===== config.mk =====
export PLATFORM = sky130hd
export DESIGN_NAME = power_mode_overrange_status
export DESIGN_NICKNAME = d
export VERILOG_FILES = /design/src/shared/pmor_pkg.sv /design/src/shared/reg_access_if.sv /design/src/hw/power_mode_overrange_status.sv /design/src/hw/serial_reg_port.sv
export VERILOG_INCLUDE_DIRS = /design/src /design/src/shared
export SDC_FILE = /design/constraint.sdc
export NUM_CORES = 1
export LEC_CHECK = 0
export BUFFER_PORTS_ARGS = -buffer_cell sky130_fd_sc_hd__buf_2
export CELL_PAD_IN_SITES_DETAIL_PLACEMENT = 0
export CELL_PAD_IN_SITES_GLOBAL_PLACEMENT = 1
export CORE_UTILIZATION = 43
export CTS_CLUSTER_SIZE = 28
export DETAILED_ROUTE_END_ITERATION = 7
export PLACE_DENSITY_LB_ADDON = 0.1
export SYNTH_ARGS = -nofsm -noshare
export SYNTH_HDL_FRONTEND = slang
export SYNTH_SLANG_ARGS = --single-unit

===== constraint.sdc =====
create_clock -name clk -period 3.11 [get_ports clk]
set_clock_uncertainty 0.05 [all_clocks]
set_input_delay 0.622 -clock clk [delete_from_list [all_inputs] [get_ports clk]]
set_output_delay 0.622 -clock clk [all_outputs]
set_load 0.02 [all_outputs]

===== src/shared/pmor_cfg.svh =====
/*
  constants of the power, diode export and overrange control block:
  register offsets, field positions, reset values and serial frame counts.
  assumes it is included by bare name wherever a constant is needed.
*/
`ifndef PMOR_CFG_SVH
`define PMOR_CFG_SVH
// serial control port frame
`define ADDR_W 15
`define SER_CNT_W 5
`define SER_RW_BIT 14
`define SER_INSTR_LAST 5'h0F
`define SER_FRAME_LAST 5'h17
// register offsets
`define OFS_DEVICE_SELECT 15'h0008
`define OFS_POWER_A 15'h003F
`define OFS_POWER_B 15'h0040
`define OFS_OVR_CLEAR 15'h0562
`define OFS_OVR_STATUS 15'h0563
`define OFS_STANDBY_FILL 15'h0571
`define OFS_REF_EXPORT 15'h18A6
`define OFS_CM_EXPORT 15'h18E3
`define OFS_DIODE_SEL 15'h18E6
// reset and read values
`define REG_RESET 8'h00
`define READ_ZERO 8'h00
// fields
`define PWRA_MODE 1:0
`define MODE_NORMAL 2'h0
`define MODE_STANDBY 2'h1
`define PWRB_PIN_STBY 0
`define FILL_K_BIT 7
`define EXPORT_ON_BIT 0
`define DIODE_1X 8'h01
`define DIODE_20X 8'h02
`define OVR_BIT 0
// link fill words
`define K_WORD 16'hBCBC
`endif


===== src/shared/pmor_pkg.sv =====
/*
  types shared by the control block and its serial port.
  assumes nothing beyond a SystemVerilog compiler.
*/
package pmor_pkg;
  // low-power state of the device
  typedef enum logic [1:0] {PWR_ACTIVE, PWR_STANDBY, PWR_DOWN} power_state_t;
  // phase of a serial control frame
  typedef enum logic [1:0] {SP_INSTR, SP_DATA, SP_DONE} serial_phase_t;
endpackage


===== src/shared/reg_access_if.sv =====
/*
  register access carrier between the serial port and the register bank.
  assumes both ends run on the same clock.
*/
`timescale 1ns/100ps
`include "pmor_cfg.svh"
interface reg_access_if;
  logic wrStb;
  logic [`ADDR_W-1:0] addr;
  logic [7:0] wrData;
  logic [7:0] rdData;
  // serial port side drives address and writes
  modport port (output wrStb, output addr, output wrData, input rdData);
  // register bank answers reads
  modport bank (input wrStb, input addr, input wrData, output rdData);
endinterface


===== src/hw/power_mode_overrange_status.sv =====
/*
  low-power control, link fill in standby, diode export selection, fast
  threshold alert and per virtual converter sticky overrange status.
  assumes samples, overrange and converter index arrive together on clk;
  the low-power pin is asynchronous; the registers sit behind the serial port.
*/
`timescale 1ns/100ps
`include "pmor_cfg.svh"
// What this block does
// - pin alone requests full power-down, or standby when PWRB_PIN_STBY is set
// - low-power pin is active high
// - power-down drops the serial link
// - registers also request power-down
// - standby keeps link, sends zero samples
// - fill bit selects /K/ in standby
// - diode select one exports 1x diode
// - diode select two exports 20x diode
// - overrange travels aligned with its sample
// - overrange as control bit when enabled
// - sticky overrange bit per virtual converter
// - one then zero write clears bit
// - threshold compare drives alert pin
module power_mode_overrange_status
  import pmor_pkg::*;
#(
  parameter int SAMPLE_W = 14,
  parameter int WORD_W = 16,
  parameter int VC_NUM = 8
) (
  // clock, reset, enable
  input wire logic clk,
  input wire logic rst,
  input wire logic ce,
  // serial control port pins
  input wire logic serialClk,
  input wire logic selectN,
  input wire logic serialIn,
  output logic serialOut,
  output logic serialOutEn,
  // low-power request pin
  input wire logic lowPowerRequestPin,
  // converter samples
  input wire logic signed [SAMPLE_W-1:0] convSample,
  input wire logic sampleValid,
  input wire logic overrangeIn,
  input wire logic [2:0] vcIndex,
  // link configuration and alert threshold
  input wire logic [1:0] controlBitsPerSample,
  input wire logic [SAMPLE_W-1:0] alertThreshold,
  // link output
  output logic linkEnable,
  output logic linkValid,
  output logic [WORD_W-1:0] linkWord,
  output logic linkIsControl,
  // status and analog controls
  output logic thresholdAlertPin,
  output logic fullPowerDown,
  output logic standbyActive,
  output logic diode1xExport,
  output logic diode20xExport,
  output logic referenceExport,
  output logic commonModeExport
);
  localparam int CB_W = WORD_W - SAMPLE_W;

  // parameter checks
  if (CB_W < 1 || VC_NUM < 1 || VC_NUM > 8 || WORD_W != 16) begin : g_check
    $error("unsupported width or converter count");
  end

  reg_access_if bus ();
  logic pinS1_r, pinS2_r;
  logic [7:0] devSel_r, devSel_nxt, pwrA_r, pwrA_nxt, pwrB_r, pwrB_nxt;
  logic [7:0] ovrClr_r, ovrClr_nxt, fill_r, fill_nxt;
  logic [7:0] refExp_r, refExp_nxt, cmExp_r, cmExp_nxt, diode_r, diode_nxt;
  logic [7:0] sticky_r, sticky_nxt, setVec, clrFall;
  power_state_t pwrState_r, pwrState_nxt;
  logic [WORD_W-1:0] word_r, word_nxt;
  logic valid_r, valid_nxt, ctrl_r, ctrl_nxt, alert_r, alert_nxt;
  logic [CB_W-1:0] ctrlField;
  logic [SAMPLE_W-1:0] magnitude;
  logic wrClr;

  // serial access to the registers
  serial_reg_port u_port (
    .clk(clk),
    .rst(rst),
    .ce(ce),
    .serialClk(serialClk),
    .selectN(selectN),
    .serialIn(serialIn),
    .serialOut(serialOut),
    .serialOutEn(serialOutEn),
    .bus(bus)
  );

  // low-power pin synchroniser
  always_ff @(posedge clk) begin
    if (rst) begin
      pinS1_r <= 1'b0;
      pinS2_r <= 1'b0;
    end else if (ce) begin
      pinS1_r <= lowPowerRequestPin;
      pinS2_r <= pinS1_r;
    end
  end

  // clear register falling bits and sticky set requests
  assign wrClr = bus.wrStb && bus.addr == `OFS_OVR_CLEAR;
  assign clrFall = wrClr ? (ovrClr_r & ~bus.wrData) : 8'h00;
  always_comb begin
    setVec = 8'h00;
    if (sampleValid && overrangeIn && int'(vcIndex) < VC_NUM) begin
      setVec[vcIndex] = 1'b1;
    end
  end

  // register writes and sticky status
  always_comb begin
    devSel_nxt = devSel_r;
    pwrA_nxt = pwrA_r;
    pwrB_nxt = pwrB_r;
    ovrClr_nxt = ovrClr_r;
    fill_nxt = fill_r;
    refExp_nxt = refExp_r;
    cmExp_nxt = cmExp_r;
    diode_nxt = diode_r;
    if (bus.wrStb) begin
      case (bus.addr)
        `OFS_DEVICE_SELECT: devSel_nxt = bus.wrData;
        `OFS_POWER_A: pwrA_nxt = bus.wrData;
        `OFS_POWER_B: pwrB_nxt = bus.wrData;
        `OFS_OVR_CLEAR: ovrClr_nxt = bus.wrData;
        `OFS_STANDBY_FILL: fill_nxt = bus.wrData;
        `OFS_REF_EXPORT: refExp_nxt = bus.wrData;
        `OFS_CM_EXPORT: cmExp_nxt = bus.wrData;
        `OFS_DIODE_SEL: diode_nxt = bus.wrData;
        default: devSel_nxt = devSel_r; // unmapped writes dropped
      endcase
    end
    // set applied after clear so a coincident event survives
    sticky_nxt = (sticky_r & ~clrFall) | setVec;
  end

  always_ff @(posedge clk) begin
    if (rst) begin
      devSel_r <= `REG_RESET;
      pwrA_r <= `REG_RESET;
      pwrB_r <= `REG_RESET;
      ovrClr_r <= `REG_RESET;
      fill_r <= `REG_RESET;
      refExp_r <= `REG_RESET;
      cmExp_r <= `REG_RESET;
      diode_r <= `REG_RESET;
      sticky_r <= `REG_RESET;
    end else if (ce) begin
      devSel_r <= devSel_nxt;
      pwrA_r <= pwrA_nxt;
      pwrB_r <= pwrB_nxt;
      ovrClr_r <= ovrClr_nxt;
      fill_r <= fill_nxt;
      refExp_r <= refExp_nxt;
      cmExp_r <= cmExp_nxt;
      diode_r <= diode_nxt;
      sticky_r <= sticky_nxt;
    end
  end

  // read data
  always_comb begin
    case (bus.addr)
      `OFS_DEVICE_SELECT: bus.rdData = devSel_r;
      `OFS_POWER_A: bus.rdData = pwrA_r;
      `OFS_POWER_B: bus.rdData = pwrB_r;
      `OFS_OVR_CLEAR: bus.rdData = ovrClr_r;
      `OFS_OVR_STATUS: bus.rdData = sticky_r;
      `OFS_STANDBY_FILL: bus.rdData = fill_r;
      `OFS_REF_EXPORT: bus.rdData = refExp_r;
      `OFS_CM_EXPORT: bus.rdData = cmExp_r;
      `OFS_DIODE_SEL: bus.rdData = diode_r;
      default: bus.rdData = `READ_ZERO;
    endcase
  end

  // low-power state: deepest request wins
  always_comb begin
    if (pwrA_r[`PWRA_MODE] > `MODE_STANDBY || (pinS2_r && !pwrB_r[`PWRB_PIN_STBY])) begin
      pwrState_nxt = PWR_DOWN;
    end else if (pwrA_r[`PWRA_MODE] == `MODE_STANDBY || pinS2_r) begin
      pwrState_nxt = PWR_STANDBY;
    end else begin
      pwrState_nxt = PWR_ACTIVE;
    end
  end

  always_ff @(posedge clk) begin
    if (rst) begin
      pwrState_r <= PWR_ACTIVE;
    end else if (ce) begin
      pwrState_r <= pwrState_nxt;
    end
  end

  // link word: sample with control bits, zero or /K/ fill in standby
  always_comb begin
    ctrlField = '0;
    if (controlBitsPerSample != 2'h0) begin
      ctrlField[`OVR_BIT] = overrangeIn;
    end
    valid_nxt = sampleValid;
    ctrl_nxt = 1'b0;
    case (pwrState_r)
      PWR_ACTIVE: word_nxt = {convSample, ctrlField};
      PWR_STANDBY: begin
        if (fill_r[`FILL_K_BIT]) begin
          word_nxt = `K_WORD;
          ctrl_nxt = 1'b1;
        end else begin
          word_nxt = '0;
        end
      end
      default: begin
        word_nxt = '0;
        valid_nxt = 1'b0;
      end
    endcase
  end

  // fast threshold alert on sample magnitude
  always_comb begin
    magnitude = convSample[SAMPLE_W-1] ? SAMPLE_W'(-convSample) : SAMPLE_W'(convSample);
    alert_nxt = alert_r;
    if (sampleValid) begin
      alert_nxt = magnitude > alertThreshold;
    end
  end

  always_ff @(posedge clk) begin
    if (rst) begin
      word_r <= '0;
      valid_r <= 1'b0;
      ctrl_r <= 1'b0;
      alert_r <= 1'b0;
    end else if (ce) begin
      word_r <= word_nxt;
      valid_r <= valid_nxt;
      ctrl_r <= ctrl_nxt;
      alert_r <= alert_nxt;
    end
  end

  // outputs
  assign linkEnable = pwrState_r != PWR_DOWN;
  assign linkValid = valid_r & linkEnable; // no valid word in power-down
  assign linkWord = word_r;
  assign linkIsControl = ctrl_r;
  assign thresholdAlertPin = alert_r;
  assign fullPowerDown = pwrState_r == PWR_DOWN;
  assign standbyActive = pwrState_r == PWR_STANDBY;
  assign diode1xExport = diode_r == `DIODE_1X;
  assign diode20xExport = diode_r == `DIODE_20X;
  assign referenceExport = refExp_r[`EXPORT_ON_BIT];
  assign commonModeExport = cmExp_r[`EXPORT_ON_BIT];
endmodule


===== src/hw/serial_reg_port.sv =====
/*
  serial control port slave: 16-bit instruction (read flag, 15-bit address)
  then 8 data bits, msb first, sampled on rising serial clock.
  assumes the serial clock is far slower than clk; pins are synchronised here.
*/
`timescale 1ns/100ps
`include "pmor_cfg.svh"
module serial_reg_port
  import pmor_pkg::*;
(
  // clock, reset, enable
  input wire logic clk,
  input wire logic rst,
  input wire logic ce,
  // serial pins
  input wire logic serialClk,
  input wire logic selectN,
  input wire logic serialIn,
  output logic serialOut,
  output logic serialOutEn,
  // register access
  reg_access_if.port bus
);
  logic sclkS1_r, sclkS2_r, sclkS3_r, selS1_r, selS2_r, sdiS1_r, sdiS2_r;
  serial_phase_t phase_r, phase_nxt;
  logic [`SER_CNT_W-1:0] cnt_r, cnt_nxt;
  logic [15:0] shift_r, shift_nxt;
  logic [`ADDR_W-1:0] addr_r, addr_nxt;
  logic [7:0] outSh_r, outSh_nxt, wrData_r, wrData_nxt;
  logic isRead_r, isRead_nxt, load_r, load_nxt, sdo_r, sdo_nxt, wrStb_r, wrStb_nxt;
  logic rise, fall;

  // pin synchronisers, first stage feeds only the second
  always_ff @(posedge clk) begin
    if (rst) begin
      {sclkS1_r, sclkS2_r, sclkS3_r} <= 3'h0;
      {selS1_r, selS2_r} <= 2'h3;
      {sdiS1_r, sdiS2_r} <= 2'h0;
    end else if (ce) begin
      sclkS1_r <= serialClk;
      sclkS2_r <= sclkS1_r;
      sclkS3_r <= sclkS2_r;
      selS1_r <= selectN;
      selS2_r <= selS1_r;
      sdiS1_r <= serialIn;
      sdiS2_r <= sdiS1_r;
    end
  end

  assign rise = sclkS2_r & ~sclkS3_r;
  assign fall = ~sclkS2_r & sclkS3_r;

  // frame sequencing
  always_comb begin
    phase_nxt = phase_r;
    cnt_nxt = cnt_r;
    shift_nxt = shift_r;
    addr_nxt = addr_r;
    outSh_nxt = outSh_r;
    wrData_nxt = wrData_r;
    isRead_nxt = isRead_r;
    load_nxt = 1'b0;
    sdo_nxt = sdo_r;
    wrStb_nxt = 1'b0;
    if (selS2_r) begin
      phase_nxt = SP_INSTR;
      cnt_nxt = '0;
    end else begin
      if (load_r) begin
        outSh_nxt = bus.rdData; // read data fetched once address is held
      end
      if (fall && phase_r == SP_DATA && isRead_r) begin
        sdo_nxt = outSh_r[7];
        outSh_nxt = {outSh_r[6:0], 1'b0};
      end
      if (rise && phase_r != SP_DONE) begin
        shift_nxt = {shift_r[14:0], sdiS2_r};
        cnt_nxt = cnt_r + 1'b1;
        if (cnt_r == `SER_INSTR_LAST) begin
          isRead_nxt = shift_r[`SER_RW_BIT];
          addr_nxt = {shift_r[13:0], sdiS2_r};
          load_nxt = shift_r[`SER_RW_BIT];
          phase_nxt = SP_DATA;
        end
        if (cnt_r == `SER_FRAME_LAST) begin
          wrStb_nxt = ~isRead_r;
          wrData_nxt = {shift_r[6:0], sdiS2_r};
          phase_nxt = SP_DONE; // extra bits ignored until deselect
        end
      end
    end
  end

  // frame registers
  always_ff @(posedge clk) begin
    if (rst) begin
      phase_r <= SP_INSTR;
      cnt_r <= '0;
      shift_r <= '0;
      addr_r <= '0;
      outSh_r <= '0;
      wrData_r <= '0;
      isRead_r <= 1'b0;
      load_r <= 1'b0;
      sdo_r <= 1'b0;
      wrStb_r <= 1'b0;
    end else if (ce) begin
      phase_r <= phase_nxt;
      cnt_r <= cnt_nxt;
      shift_r <= shift_nxt;
      addr_r <= addr_nxt;
      outSh_r <= outSh_nxt;
      wrData_r <= wrData_nxt;
      isRead_r <= isRead_nxt;
      load_r <= load_nxt;
      sdo_r <= sdo_nxt;
      wrStb_r <= wrStb_nxt;
    end
  end

  assign bus.wrStb = wrStb_r & ce;
  assign bus.addr = addr_r;
  assign bus.wrData = wrData_r;
  assign serialOut = sdo_r;
  assign serialOutEn = ~selS2_r & (phase_r == SP_DATA) & isRead_r;
endmodule


==> results.ini <==
[status]
outcome = completed

[floorplan]
start_util_pct = 44.70
io_pins = 70
rows = 47
chipWidth_um = 134.2
fp.dieArea_mm2 = 0.01802
die_h_um = 134.2
core_area_mm2 = 0.01682

[detailed_routing]
drtIter0Drc = 452
drc = 0
wl_per_cell_um = 17.13
antenna_left = 0
drt_wl_total_um = 19840
vias = 6408
firstDrtPassIters = 6
drt-vias-per-instance = 5.534

[sta]
fin_crit_sh_pct = 87.06
hold_violations = 0
maxSlewHeadroom_pct = 30.71
drv_slew = 0
worst_slew_pin_slew_ps = 1035
finalSetupViolations = 0
fmax_mhz = 369.3
setup-tns-final_ps = 0
rsz0062_at_grt = false
period_minus_slack_ps = 2708

[run]
max_cap_viol_count = 0

[setup_path]
critPathArrivalTime_ps = 2990
startpoint_type = flip-flop
path_class = flip-flop to flip-flop
crit_required_ps = 3390
crit_buf_inv = 0
crit_fanout = 8
crit_chain = or4_4 > nor4bb_1 > a211oi_1 > a21oi_2 > nand2_1 > a211oi_1
cp-end-kind = flip-flop
max_stage_delay_ps = 730
slowest_stage = nor4bb_1
crit_top_cell = a211oi_1
crit_family = simple AND/OR/NAND/NOR gates

[cts]
numCtsBuffers = 17
clkSinkCount = 158
clock_path_buffers = 2
root_buffer = clkbuf_16
insertion_delay_ps = 420
clkTransAtPathRegs_ps = 60
cts_setup_buffers = 0
htreeDepth = 4
ctsHoldBuffers = 0
cts_tree = yes
cts_resized = 0

[final_layout]
n_antenna_cell = 0
area_growth_pct = 15.38
nets = 984
seq_area_mm2 = 0.003163
drive_above_1_share_pct = 15.46
multi_input_area_mm2 = 0.003986
fill_cells = 1652

[pwr]
vdd_drop_max_mv = 0.5312
power_leakage_nw = 3.413
power_frac_clock_pct = 49.1
seqPwrFrac_pct = 45.1
power_density_mw_per_mm2 = 526.5
finalPower_mw = 4.567
switchingPower_mw = 1.062
power_frac_comb_pct = 5.8
sw_frac_of_total_pct = 23.25
p_int_mw = 3.505

[grt]
grt_overflow_total = 0
grt_max_degree = 88
antenna_found_initial = 0
grt_pass1_vias = 6017
grt_use_total_pct = 22.68
grt_pass1_wl_um = 32000

[placement]
dp_hpwl_um = 14230
gp_congestion = 0.8491
port_buffers = 68

[logic_synthesis]
synthTopCellsByCount = 158 x dfxtp_1, 114 x nor2_1, 90 x nand2_1
synth_edf_count = 0
synth_area_mm2 = 0.007518
synth_top_area_share_pct = 42.07
yosys.cell_count.top_type = dfxtp_1
synth_flop_cell = dfxtp_1
yosys-top-cells-area = dfxtp_1 42%, mux2i_1 9.9%, nor2_1 5.7%
ys_async_sr_fraction_pct = 0
synth_cell_types = 64
syn-num-nets = 939
postSynthAreaPerCell_um2 = 8.544
seq_area_frac_synth_pct = 42.07
yosys_warnings = 0
syn_inst = 880
synth-seq-cells = 158
synth_top_area_cell = dfxtp_1

[min_path]
hold_path.class = input port to flip-flop

==> sequential cells by signal, summed over array words and instances, names as in the netlist, 2 cells and up <==
| signal | flops |
|---|---|
| pwrB_r | 8 |
| fill_r | 8 |
| sticky_r | 8 |
| linkWord | 15 |
| refExp_r | 8 |
| u_port.cnt_r | 5 |
| u_port.bus.addr | 15 |
| diode_r | 8 |
| u_port.outSh_r | 8 |
| cmExp_r | 8 |
| pwrState_r | 2 |
| ovrClr_r | 8 |
| devSel_r | 8 |
| u_port.phase_r | 2 |
| u_port.shift_r | 15 |
| pwrA_r | 8 |
| u_port.bus.wrData | 8 |
==> cells by family after synthesis <==
group,after synthesis,share of synthesized area [%]
AO/OA/AOI/OAI,172,14.11
XOR/XNOR,11,1.282
adder cells (fa/ha/maj),17,2.829
buffers and inverters,90,4.909
flip-flops,158,42.07
multiplexers,81,10.90
other,1,0.04988
AND/OR/NAND/NOR,350,23.85
==> worst min-delay path, stage by stage <==
cell	delay (ps)
buf_2	80
mux2i_1	60
nand2_1	60
==> metrics by stage <==
stage	cell area [um2]	setup slack, ps	util (%)	hold WS [ps]	instances
after floorplan	7518	437.2	-	377.2	880
after global placement	8039	177.1	47.80	388.4	1126
after detailed placement	8039	124.0	47.80	394.3	1126
after CTS	8675	469.7	51.58	367.2	1158
after global routing	8675	290.3	51.58	385.6	1158
final	8675	402.4	51.58	377.7	1158
==> worst paths after layout <==
| kind | from | endpoint | slack [ps] | cells after the start |
|---|---|---|---|---|
| worst max-delay path | u_port.bus.addr[8] | u_port.outSh_r[4] | 400 | 6 |
| worst min-delay path | selectN | u_port.selS1_r | 380 | 3 |
| worst max register to register | u_port.bus.addr[8] | u_port.outSh_r[4] | 400 | 6 |
| worst min register to register | u_port.serialOut | u_port.serialOut | 400 | 2 |
==> power by group through the flow <==
| stage | sequential (mW) | clock [mW] | combinational (mW) |
|---|---|---|---|
| detailed placement | 2.10 | 0 | 0.268 |
| global placement | 2.10 | 0 | 0.265 |
| CTS | 2.06 | 2.29 | 0.269 |
| floorplan | 2.12 | 0 | 0.155 |
| finish | 2.06 | 2.24 | 0.267 |
| global route | 2.06 | 2.38 | 0.298 |
==> per-layer routing <==
metal  wire (um)  part of all wire, %  GRT usage, %
met2        9203                   46         36.24
met3        1129                  5.7         4.611
met4         187                 0.94         5.805
met5           0                    0             0
met1        9317                   47         31.14
==> cell type report <==
cell class / count / share of cell area (%)
Clock inverter: 15 / 2.423
Sequential cell: 158 / 36.46
Inverter: 27 / 1.168
Timing Repair Buffer: 89 / 5.914
Tap cell: 220 / 3.173
Multi-Input combinational cell: 632 / 45.95
Clock buffer: 17 / 4.904
==> layout by cell type (no fill, tap or decap), drive strengths merged, types with 9 or more instances in the layout <==
master and instances:
nor4 11, nor3 16, nor2 115, a22oi 16
buf 89, dfxtp 158, nand3 44, a21oi 83
a22o 11, ha 17, clkbuf 17, xnor2 9
nand2 90, nand2b 18, inv 31, a211oi 10
o21ai 26, mux2i 74
Power figures use the tool's default switching activity.
